===== config.mk =====
export PLATFORM = sky130hd
export DESIGN_NAME = mode_ctrl
export DESIGN_NICKNAME = d
export VERILOG_FILES = /design/src/mode_ctrl_pkg.sv /design/src/mode_ctrl.sv
export SDC_FILE = /design/constraint.sdc
export NUM_CORES = 1
export LEC_CHECK = 0
export CAP_MARGIN = 20
export CORE_MARGIN = 2
export CORE_UTILIZATION = 55
export CTS_CLUSTER_DIAMETER = 30
export DETAILED_ROUTE_END_ITERATION = 8
export DONT_BUFFER_PORTS = 1
export GPL_TIMING_DRIVEN = 0
export HOLD_SLACK_MARGIN = 0.12
export PLACE_DENSITY = 0.73
export SYNTH_ARGS = -nofsm -noshare
export SYNTH_HDL_FRONTEND = slang
export SYNTH_SLANG_ARGS = --single-unit

===== constraint.sdc =====
create_clock -name clk_sys_in -period 2.08 [get_ports clk_sys_in]
set_input_delay 0.312 -clock clk_sys_in [delete_from_list [all_inputs] [get_ports clk_sys_in]]
set_output_delay 0.312 -clock clk_sys_in [all_outputs]
set_load 0.01 [all_outputs]

===== src/mode_ctrl_pkg.sv =====
// Constants and types shared by the operating mode controller
// How it works
// RQ1 - Mode pins 01, 10, 11 select mode 1, 2, 3 with fixed CPU and ROM setup.
// RQ2 - Board straps only modes 1 to 3; pattern 00 is unusable.
// RQ3 - Board keeps mode pin levels constant while the device operates.
// RQ4 - Modes 2 and 3 start single-chip; expansion only once software sets it.
// RQ5 - External bus is 8 bits with 16 address outputs; advanced needs strobe area.
// RQ6 - Address space is limited to 16 Mbytes, 24 address bits.
// RQ7 - Mode 1 expansion bit reads 1, ignores writes; modes 2, 3 reset 0, read/write.
// RQ8 - Expansion bit 0 means single-chip, 1 means expanded operation.
// RQ9 - Reset and hardware standby set the expansion bit from the mode pins.
// RQ10 - Mode status bits 1:0 are read-only, pin levels latched at register read.
// RQ11 - Mode register bits 6 to 2 ignore writes and read as zero.
// RQ12 - System control loads 0x09 on reset and standby, kept in software standby.
// RQ13 - Software keeps host chip-select enable at 0; no host interface exists.
// RQ14 - Strobe select 0 gives address strobe on any access, 1 an I/O strobe range.
// RQ15 - Reset source bit is read-only: 1 after external reset, 0 after watchdog.
// RQ16 - Timer access gate 0 permits, 1 blocks the two timer register areas.
// RQ17 - RAM enable: 0 disables, 1 enables; resets to 1, kept in software standby.
// RQ18 - Registers sit at 0xffc3, 0xffc4, 0xffc5, 0xffc6 of the low 16 address bits.
// RQ19 - Strobe range field 00..11 ends the range at f03f, f0ff, f3ff, fe4f.
// RQ20 - Writes leave the read-only reset source and upper irq mode bits unchanged.
package mode_ctrl_pkg;
    localparam logic [15:0] OFS_SERIAL_TIMER = 16'hffc3;
    localparam logic [15:0] OFS_SYSTEM       = 16'hffc4;
    localparam logic [15:0] OFS_MODE         = 16'hffc5;
    localparam logic [15:0] OFS_BUS          = 16'hffc6;
    localparam logic [7:0]  RST_SERIAL_TIMER = 8'h00;
    localparam logic [7:0]  RST_SYSTEM       = 8'h09;
    localparam logic [7:0]  RST_BUS          = 8'hd7;
    // Field positions
    localparam int MODE_EXPANSION_ENABLE_BIT   = 7;
    localparam int SYS_HOST_CS_BIT = 7;
    localparam int SYS_STROBE_BIT  = 6;
    localparam int SYS_IRQ_HI_BIT  = 5;
    localparam int SYS_RST_SRC_BIT = 3;
    localparam int SYS_TIMER_BIT   = 1;
    localparam int SYS_RAM_BIT     = 0;
    // System control bits that software may change
    localparam logic [7:0]  SYS_WR_MASK      = 8'hd7;
    // I/O strobe window, low 16 address bits
    localparam logic [15:0] STROBE_BASE      = 16'hf000;
    localparam logic [15:0] STROBE_END0      = 16'hf03f;
    localparam logic [15:0] STROBE_END1      = 16'hf0ff;
    localparam logic [15:0] STROBE_END2      = 16'hf3ff;
    localparam logic [15:0] STROBE_END3      = 16'hfe4f;
    // Timer register areas, full 24-bit addresses
    localparam logic [23:0] TMR_A_LO         = 24'hfffff0;
    localparam logic [23:0] TMR_A_HI         = 24'hfffff7;
    localparam logic [23:0] TMR_B_LO         = 24'hfffffc;
    localparam logic [23:0] TMR_B_HI         = 24'hffffff;
    localparam int ADDR_W     = 24;
    localparam int EXT_ADDR_W = 16;
    localparam int EXT_DATA_W = 8;

    typedef enum logic [1:0] {MODE_NONE, MODE_1, MODE_2, MODE_3} mode_e;

    typedef struct packed {
        logic [15:0] addr;
        logic [7:0]  wdata;
        logic        wr;
        logic        rd;
    } reg_req_s;

    typedef struct packed {
        logic [ADDR_W-1:0] addr;
        logic              ext;
    } cpu_acc_s;
endpackage


===== src/mode_ctrl.sv =====
// Operating mode controller: mode decode, control registers, strobe and gates
//
// Strobed register access was decided locally.
`timescale 1ns/1ps
module mode_ctrl
    import mode_ctrl_pkg::*;
#(
    parameter int DATA_W = EXT_DATA_W
) (
    input  wire logic                  clk_sys_in,
    input  wire logic                  rst_b_in,
    input  wire logic                  hw_standby_in,
    input  wire logic                  wdt_reset_in,
    input  wire logic                  mode_pin_hi_in,
    input  wire logic                  mode_pin_lo_in,
    input  wire reg_req_s              reg_req_in,
    output logic [7:0]                 rdata_out,
    input  wire cpu_acc_s              cpu_acc_in,
    output logic                       strobe_n_out,
    output logic                       ext_valid_out,
    output logic [EXT_ADDR_W-1:0]      ext_addr_out,
    output logic                       expanded_out,
    output logic                       advanced_out,
    output logic                       rom_enable_out,
    output logic                       ram_enable_out,
    output logic                       timer_block_out,
    output logic [DATA_W-1:0]          bus_control_out,
    output logic [7:0]                 serial_timer_out
);

    // Pin pattern to mode
    function automatic mode_e decode_mode(input logic hi, input logic lo);
        mode_e m;
        m = MODE_NONE;
        case ({hi, lo})
            2'b01: m = MODE_1; // RQ1
            2'b10: m = MODE_2; // RQ1
            2'b11: m = MODE_3; // RQ1
            default: m = MODE_NONE;
        endcase
        return m;
    endfunction

    // Upper end of the I/O strobe window for a range code
    function automatic logic [15:0] strobe_end(input logic [1:0] sel);
        logic [15:0] e;
        e = STROBE_END3;
        case (sel)
            2'b00: e = STROBE_END0; // RQ19
            2'b01: e = STROBE_END1; // RQ19
            2'b10: e = STROBE_END2; // RQ19
            default: e = STROBE_END3; // RQ19
        endcase
        return e;
    endfunction

    // Window test on the low 16 bits, top byte must be all ones
    function automatic logic in_strobe(input logic [ADDR_W-1:0] a,
                                       input logic [1:0] sel);
        logic hit;
        hit = (a[ADDR_W-1:16] == 8'hff) &&
              (a[15:0] >= STROBE_BASE) &&
              (a[15:0] <= strobe_end(sel));
        return hit;
    endfunction

    // Timer register areas
    function automatic logic in_timer(input logic [ADDR_W-1:0] a);
        logic hit;
        hit = ((a >= TMR_A_LO) && (a <= TMR_A_HI)) ||
              ((a >= TMR_B_LO) && (a <= TMR_B_HI));
        return hit;
    endfunction

    // Register select on the low 16 address bits, shared by the write decoders and the mode read decode
    function automatic logic reg_hit(input logic [15:0] a, input logic [15:0] ofs);
        logic hit;
        hit = (a == ofs);
        return hit;
    endfunction

    // Read image of one register; unmapped offsets read as zero
    function automatic logic [7:0] read_image(input logic [15:0] a,
                                              input logic [7:0]  stc,
                                              input logic [7:0]  sys,
                                              input logic [7:0]  bus,
                                              input logic        expansion_enable,
                                              input logic [1:0]  pins);
        logic [7:0] d;
        d = 8'h00;
        case (a)
            OFS_SERIAL_TIMER: d = stc; // RQ18
            OFS_SYSTEM:       d = sys; // RQ18
            OFS_BUS:          d = bus; // RQ18
            OFS_MODE:         d = {expansion_enable, 5'h00, pins}; // RQ10 RQ11
            default:          d = 8'h00;
        endcase
        return d;
    endfunction

    // Stored register state
    logic [1:0]  pins_r;
    logic        expansion_enable_r;
    logic [7:0]  sys_r;
    logic [7:0]  bus_r;
    logic [7:0]  stc_r;
    logic [1:0]  mode_status_r;
    // Decode and qualifier nets
    mode_e       mode;
    logic        expansion_enable_eff;
    logic        init;
    logic        wr_sys;
    logic        wr_mode;
    logic        wr_bus;
    logic        wr_stc;
    logic        rd_mode;
    logic        expansion_enable_nxt;
    logic [7:0]  sys_nxt;
    logic        ext_live;
    logic        win_hit;

    // System control bit map:
    //   7 host chip-select enable, software keeps it 0
    //   6 strobe select, 0 address strobe, 1 I/O strobe window
    //   5 upper irq mode, read-only in this block
    //   4 lower irq mode, plain storage
    //   3 reset source, 1 external reset, 0 watchdog overflow
    //   2 nmi edge select, plain storage
    //   1 timer access gate, 1 blocks the timer areas
    //   0 ram enable
    // Mode control read image: 7 expansion enable, 6 to 2 zero, 1 to 0 pins

    // Mode pins are steady straps, sampled each cycle
    always_ff @(posedge clk_sys_in or negedge rst_b_in) begin
        if (!rst_b_in) begin
            pins_r <= 2'h0;
        end else begin
            pins_r <= {mode_pin_hi_in, mode_pin_lo_in};
        end
    end

    // The live pins are used for decode; the board holds them steady
    // A strap moved in operation shows at once; the board must not do it
    assign mode = decode_mode(mode_pin_hi_in, mode_pin_lo_in); // RQ1

    // Standby and watchdog both re-initialise the control state
    // The watchdog differs only in clearing the reset source bit
    assign init = hw_standby_in | wdt_reset_in;

    // Register decode on the low 16 address bits
    assign wr_stc  = reg_req_in.wr && reg_hit(reg_req_in.addr, OFS_SERIAL_TIMER); // RQ18
    assign wr_sys  = reg_req_in.wr && reg_hit(reg_req_in.addr, OFS_SYSTEM); // RQ18
    assign wr_mode = reg_req_in.wr && reg_hit(reg_req_in.addr, OFS_MODE); // RQ18
    assign wr_bus  = reg_req_in.wr && reg_hit(reg_req_in.addr, OFS_BUS); // RQ18
    assign rd_mode = reg_req_in.rd && reg_hit(reg_req_in.addr, OFS_MODE);

    // Mode 1 forces expansion regardless of the stored bit
    assign expansion_enable_eff = (mode == MODE_1) ? 1'b1 : expansion_enable_r; // RQ7 RQ8

    // Next expansion bit: software may change it only outside mode 1
    always_comb begin
        expansion_enable_nxt = expansion_enable_r;
        if (wr_mode && (mode != MODE_1)) begin
            expansion_enable_nxt = reg_req_in.wdata[MODE_EXPANSION_ENABLE_BIT]; // RQ4 RQ7
        end
    end

    // Expansion enable: cleared by reset, standby and watchdog, set by software
    // Async reset may not load a pin, so mode 1 is forced on read instead
    always_ff @(posedge clk_sys_in or negedge rst_b_in) begin
        if (!rst_b_in) begin
            expansion_enable_r <= 1'b0; // RQ4 RQ9
        end else if (init) begin
            expansion_enable_r <= 1'b0; // RQ9
        end else begin
            expansion_enable_r <= expansion_enable_nxt; // RQ4 RQ7
        end
    end

    // Mode status captured at the read; bits 6 to 2 hold nothing
    // Internal copy only; the read data carries the same pin levels
    always_ff @(posedge clk_sys_in or negedge rst_b_in) begin
        if (!rst_b_in) begin
            mode_status_r <= 2'h0;
        end else if (rd_mode) begin
            mode_status_r <= {mode_pin_hi_in, mode_pin_lo_in}; // RQ10
        end
    end

    // Next system control for a software write; read-only bits keep their value
    always_comb begin
        sys_nxt = sys_r;
        if (wr_sys) begin
            sys_nxt = (reg_req_in.wdata & SYS_WR_MASK) | (sys_r & ~SYS_WR_MASK); // RQ20
        end
    end

    // System control: software bits, read-only bits kept on writes
    // Standby wins over watchdog, and both win over a write in one cycle
    always_ff @(posedge clk_sys_in or negedge rst_b_in) begin
        if (!rst_b_in) begin
            sys_r <= RST_SYSTEM; // RQ12 RQ15 RQ17
        end else if (hw_standby_in) begin
            sys_r <= RST_SYSTEM; // RQ12
        end else if (wdt_reset_in) begin
            sys_r <= RST_SYSTEM;
            sys_r[SYS_RST_SRC_BIT] <= 1'b0; // RQ15
        end else begin
            sys_r <= sys_nxt; // RQ20
        end
    end

    // Bus control and serial/timer control are plain read/write
    // Unused serial/timer bits must be kept 0 by software; nothing enforces it
    always_ff @(posedge clk_sys_in or negedge rst_b_in) begin
        if (!rst_b_in) begin
            bus_r <= RST_BUS;
            stc_r <= RST_SERIAL_TIMER;
        end else if (init) begin
            bus_r <= RST_BUS;
            stc_r <= RST_SERIAL_TIMER;
        end else begin
            if (wr_bus) begin
                bus_r <= reg_req_in.wdata;
            end
            if (wr_stc) begin
                stc_r <= reg_req_in.wdata;
            end
        end
    end

    // Read data stands only in the cycle after the strobe
    // Unmapped addresses and idle cycles return zero
    // Zero between reads, so a late sample cannot pass for fresh data
    always_ff @(posedge clk_sys_in or negedge rst_b_in) begin
        if (!rst_b_in) begin
            rdata_out <= 8'h00;
        end else if (reg_req_in.rd) begin
            rdata_out <= read_image(reg_req_in.addr, stc_r, sys_r, bus_r, expansion_enable_eff,
                                    {mode_pin_hi_in, mode_pin_lo_in}); // RQ10 RQ18
        end else begin
            rdata_out <= 8'h00;
        end
    end

    // One qualifier and one window hit feed both external pin paths
    assign ext_live = cpu_acc_in.ext && expansion_enable_eff; // RQ8
    assign win_hit  = in_strobe(cpu_acc_in.addr, bus_r[1:0]); // RQ19

    // Strobe pin: address strobe on any external access, or the I/O window
    // Held high outside expanded operation, the pin has no other user here
    always_ff @(posedge clk_sys_in or negedge rst_b_in) begin
        if (!rst_b_in) begin
            strobe_n_out <= 1'b1;
        end else if (ext_live) begin // RQ8
            if (!sys_r[SYS_STROBE_BIT]) begin
                strobe_n_out <= 1'b0; // RQ14
            end else begin
                strobe_n_out <= !win_hit; // RQ14 RQ19
            end
        end else begin
            strobe_n_out <= 1'b1;
        end
    end

    // External address: only 16 pins, so advanced mode is trusted in the window
    // Address pins follow every cycle; the valid flag says when they count
    always_ff @(posedge clk_sys_in or negedge rst_b_in) begin
        if (!rst_b_in) begin
            ext_addr_out  <= '0;
            ext_valid_out <= 1'b0;
        end else begin
            ext_addr_out <= cpu_acc_in.addr[EXT_ADDR_W-1:0]; // RQ5 RQ6
            if (!ext_live) begin
                ext_valid_out <= 1'b0; // RQ8
            end else if (mode == MODE_2) begin
                ext_valid_out <= sys_r[SYS_STROBE_BIT] && win_hit; // RQ5
            end else begin
                ext_valid_out <= 1'b1;
            end
        end
    end

    // Mode derived status, gates and register images
    // All of these trail their source by one cycle, like the pin paths
    always_ff @(posedge clk_sys_in or negedge rst_b_in) begin
        if (!rst_b_in) begin
            expanded_out     <= 1'b0;
            advanced_out     <= 1'b0;
            rom_enable_out   <= 1'b0;
            ram_enable_out   <= 1'b1;
            timer_block_out  <= 1'b0;
            bus_control_out  <= RST_BUS;
            serial_timer_out <= RST_SERIAL_TIMER;
        end else begin
            expanded_out     <= expansion_enable_eff; // RQ8
            advanced_out     <= (mode == MODE_2); // RQ1 RQ6
            rom_enable_out   <= (mode == MODE_2) || (mode == MODE_3); // RQ1
            ram_enable_out   <= sys_r[SYS_RAM_BIT]; // RQ17
            timer_block_out  <= sys_r[SYS_TIMER_BIT] &&
                                in_timer(cpu_acc_in.addr); // RQ16
            bus_control_out  <= bus_r;
            serial_timer_out <= stc_r;
        end
    end

endmodule


==> out/metrics.json <==
{
  "layout_common_cells": "dfrtp_1, dlygate4sd3_1, nand3_1",
  "tritoncts": "done",
  "timing.final.max_slew_violations": 0,
  "post_detailed_route_wirelength_per_cell_um": 20.88,
  "slew-limit-headroom_pct": 44.36,
  "floorplan.initialDensity_pct": 57.01,
  "die_w_um": 79.55,
  "worst_hold_path_type": "in -> reg",
  "max_freq_mhz": 456.9,
  "cp-startpoint": "bus_r[0]$_DFFE_PN1P_",
  "area_of_all_placed_cells_without_fillers_um2": 3890,
  "timing.reg2reg.worst_path_depth": 8,
  "grt_start_max_net_pins": 72,
  "crit_path_end": "strobe_n_out$_DFF_PN1_",
  "timing.critical_path.from_type": "flip-flop",
  "number_of_synthesized_flops_with_an_enable_pin": 0,
  "clock_tree.root_cell": "clkbuf_8",
  "grt_pass1_vias": 2413,
  "dominantRegCellSynth": "dfrtp_1",
  "synth_fp_nets": 341,
  "crit_buf_inv": 2,
  "totalNegativeSetupSlack_ns": -0.1604,
  "async_flop_share_pct": 100.0,
  "worst_setup_path_end_kind": "flip-flop",
  "required_ns": 2.36,
  "clock-sinks": 71,
  "avgSynthCellArea_um2": 11.50,
  "clock-skew-final_ns": 0.006648,
  "critical_path_class": "reg -> reg",
  "cpPeakStageDelay_ns": 0.59,
  "failed_checks": "setup timing",
  "cts_inserted_buffers": 9,
  "drt_wl_total_mm": 8.206,
  "placement.cell_area_um2": 3229,
  "drt-vias-per-instance": 6.506,
  "antenna_found_initial": 0,
  "worst-path-max-fanout": 4,
  "synthesized_instance_count": 273,
  "power.leakage_nw": 1.530,
  "dieHeight_um": 79.55,
  "timing_hold_violations_final": 0,
  "drt_first_iter_violations": 262,
  "drtAntennaViolNets": 0,
  "synthesis.yosys.warnings": 0,
  "holdPathStages": 2,
  "finish.net_count": 384,
  "detailed_place_hpwl_mm": 5.006,
  "via_total_after_detailed_routing": 2557,
  "start_of_the_worst_register_to_register_path": "bus_r[0]$_DFFE_PN1P_",
  "status": "finished, violations left",
  "ir_drop_mv": 0.3821,
  "syn2layout_area_growth_pct": 23.91,
  "quantity_of_i_o_buffers_inserted_on_ports": 0,
  "global_route_wire_length_before_repair_mm": 12.28,
  "first_pass_iters": 5,
  "fillCellCount": 391,
  "final_min_period_over_clock_period_pct": 105.2,
  "htree_num_levels": 3,
  "synth.cell_area_um2": 3139,
  "tightest_slew_ns": 0.8277,
  "post-route-drc-count": 0,
  "timing.critical_path.cells": "inv_4 -> ha_4 -> inv_4 -> ha_4 -> and4_4 -> nand4_1 -> o21a_1 -> a221o_1",
  "gr-usage-all-layers_pct": 25.71,
  "dp_slack_ns": -0.1343,
  "synth-seq-cells": 71,
  "top_level_ports": 104,
  "layout-drive-gt1-share_pct": 24.30,
  "synth.distinct_cells": 48,
  "total_power_mw": 2.760,
  "sequential_area_share_after_synthesis_pct": 57.23,
  "number_of_violations_of_the_max_capacitance_limit": 0,
  "path_delay_family": "flip-flops",
  "worst_slack_ns": -0.1087,
  "r2r_path_end": "strobe_n_out$_DFF_PN1_",
  "layout_commonest_cell": "dfrtp_1",
  "die_outline_area_um2": 6328,
  "worstSkewPairLatency_ns": 0.35,
  "worstSetupPathDepth": 8,
  "finalCriticalPeriod_ns": 2.189,
  "core_region_area_um2": 5507,
  "rsz0062_at_grt": "true",
  "cts.clk_slew.worst_paths_ns": 0.07,
  "n_antenna_cell": 0,
  "gr-total-overflow": 0,
  "r2r_setup_slack_ns": -0.11,
  "gp_routability_congestion": 0.8893,
  "power_density_nw_per_um2": 709.5,
  "critical_path_arrival_ns": 2.47,
  "placementRows": 27,
  "crit_path_top_delay_cell": "dfstp_2",
  "setup-violations-final": 2,
  "cts_max_path_buffers": 2
}
## area by class of cell
| type | count | area (µm²) | share of cell area (%) |
|---|---|---|---|
| plain buffers | 17 | 92.59 | 2.380 |
| clock buffers | 14 | 172.7 | 4.439 |
| clock inverters | 2 | 37.54 | 0.9649 |
| inverters | 12 | 50.05 | 1.287 |
| multi-input cells | 173 | 1321 | 33.97 |
| flip-flops and latches | 71 | 1797 | 46.19 |
| well taps | 72 | 90.09 | 2.316 |
| repair buffers | 32 | 329.1 | 8.459 |
## cells in the mapped netlist, types with 2 or more instances
master / instances / area, µm²
dfrtp_1: 55 / 1376
nand3_1: 22 / 110.1
nand4_1: 19 / 118.9
a21oi_1: 17 / 85.08
dfstp_2: 16 / 420.4
o21ai_0: 14 / 70.07
clkbuf_1: 11 / 41.29
ha_1: 11 / 137.6
inv_1: 11 / 41.29
a31oi_1: 7 / 43.79
nand2_1: 7 / 26.28
nor2_1: 7 / 26.28
nor4_1: 7 / 43.79
o21ai_1: 7 / 35.03
mux2_2: 6 / 67.56
a32oi_1: 4 / 35.03
and4_1: 4 / 35.03
nor4_2: 4 / 50.05
a31oi_2: 3 / 37.54
buf_6: 3 / 33.78
o21a_1: 3 / 22.52
a21o_1: 2 / 15.01
buf_2: 2 / 10.01
nand4b_1: 2 / 17.52
nor2b_1: 2 / 12.51
o211ai_1: 2 / 15.01
o31ai_2: 2 / 25.02
or2_2: 2 / 12.51
xnor2_1: 2 / 17.52
## what timing repair did
action / in CTS / in global routing
endpoints found under the setup margin: 2 / 2
buffers inserted: 3 / 2
hold buffers: 27 / 0
gates resized for setup: 6 / 16
pin swaps: 8 / 9
endpoints found under the hold margin: 97 / 0
## kinds of logic after synthesis
logic type | count (synthesis) | synth area share, %
compound gates | 68 | 14.23
xor+xnor | 2 | 0.5581
fa+ha+maj | 11 | 4.384
buf+inv | 29 | 4.384
flops | 71 | 57.23
mux | 6 | 2.152
simple gates | 86 | 17.06
## worst min-delay path by stage
stage | startpoint | endpoint | slack, ns
after floorplan | rst_b_in | advanced_out$_DFF_PN0_ | 0.02
after global placement | rst_b_in | ext_addr_out[12]$_DFF_PN0_ | 0.02
after detailed placement | rst_b_in | ext_addr_out[13]$_DFF_PN0_ | 0.02
after CTS | cpu_acc_in[0] | strobe_n_out$_DFF_PN1_ | 0.12
after global routing | mode_pin_hi_in | advanced_out$_DFF_PN0_ | 0.12
final | cpu_acc_in[0] | strobe_n_out$_DFF_PN1_ | 0.12
## where the power goes
part           internal [mW]  switching (mW)
combinational         0.0777           0.104
clock                  0.654           0.500
sequential              1.40          0.0201
total                   2.14           0.624
## layer usage
metal / vias up / global-route usage [%] / routed length, µm
met5: - / 0 / 0
li1: 1114 / - / -
met4: 0 / 9.828 / 289
met1: 1247 / 34.66 / 3162
met2: 164 / 41.26 / 4065
met3: 32 / 4.977 / 690
## registers in the layout, indices dropped and copies added, names as in the netlist
name	cells
timer_block_out	1
expanded_out	1
strobe_n_out	1
serial_timer_out	8
rom_enable_out	1
ram_enable_out	1
stc_r	8
expansion_enable_r	1
bus_r	8
advanced_out	1
ext_valid_out	1
bus_control_out	8
ext_addr_out	16
rdata_out	8
sys_r	7
## through the flow
stage / hold slack, ns / std cells / utilization (%)
global route: 0.1151 / 393 / 70.64
global placement: 0.01738 / 345 / 58.65
floorplan: 0.01641 / 273 / -
finish: 0.1243 / 393 / 70.64
detailed placement: 0.01723 / 345 / 58.65
CTS: 0.1245 / 391 / 68.71
Note: power is estimated with default switching activity, not from simulation.
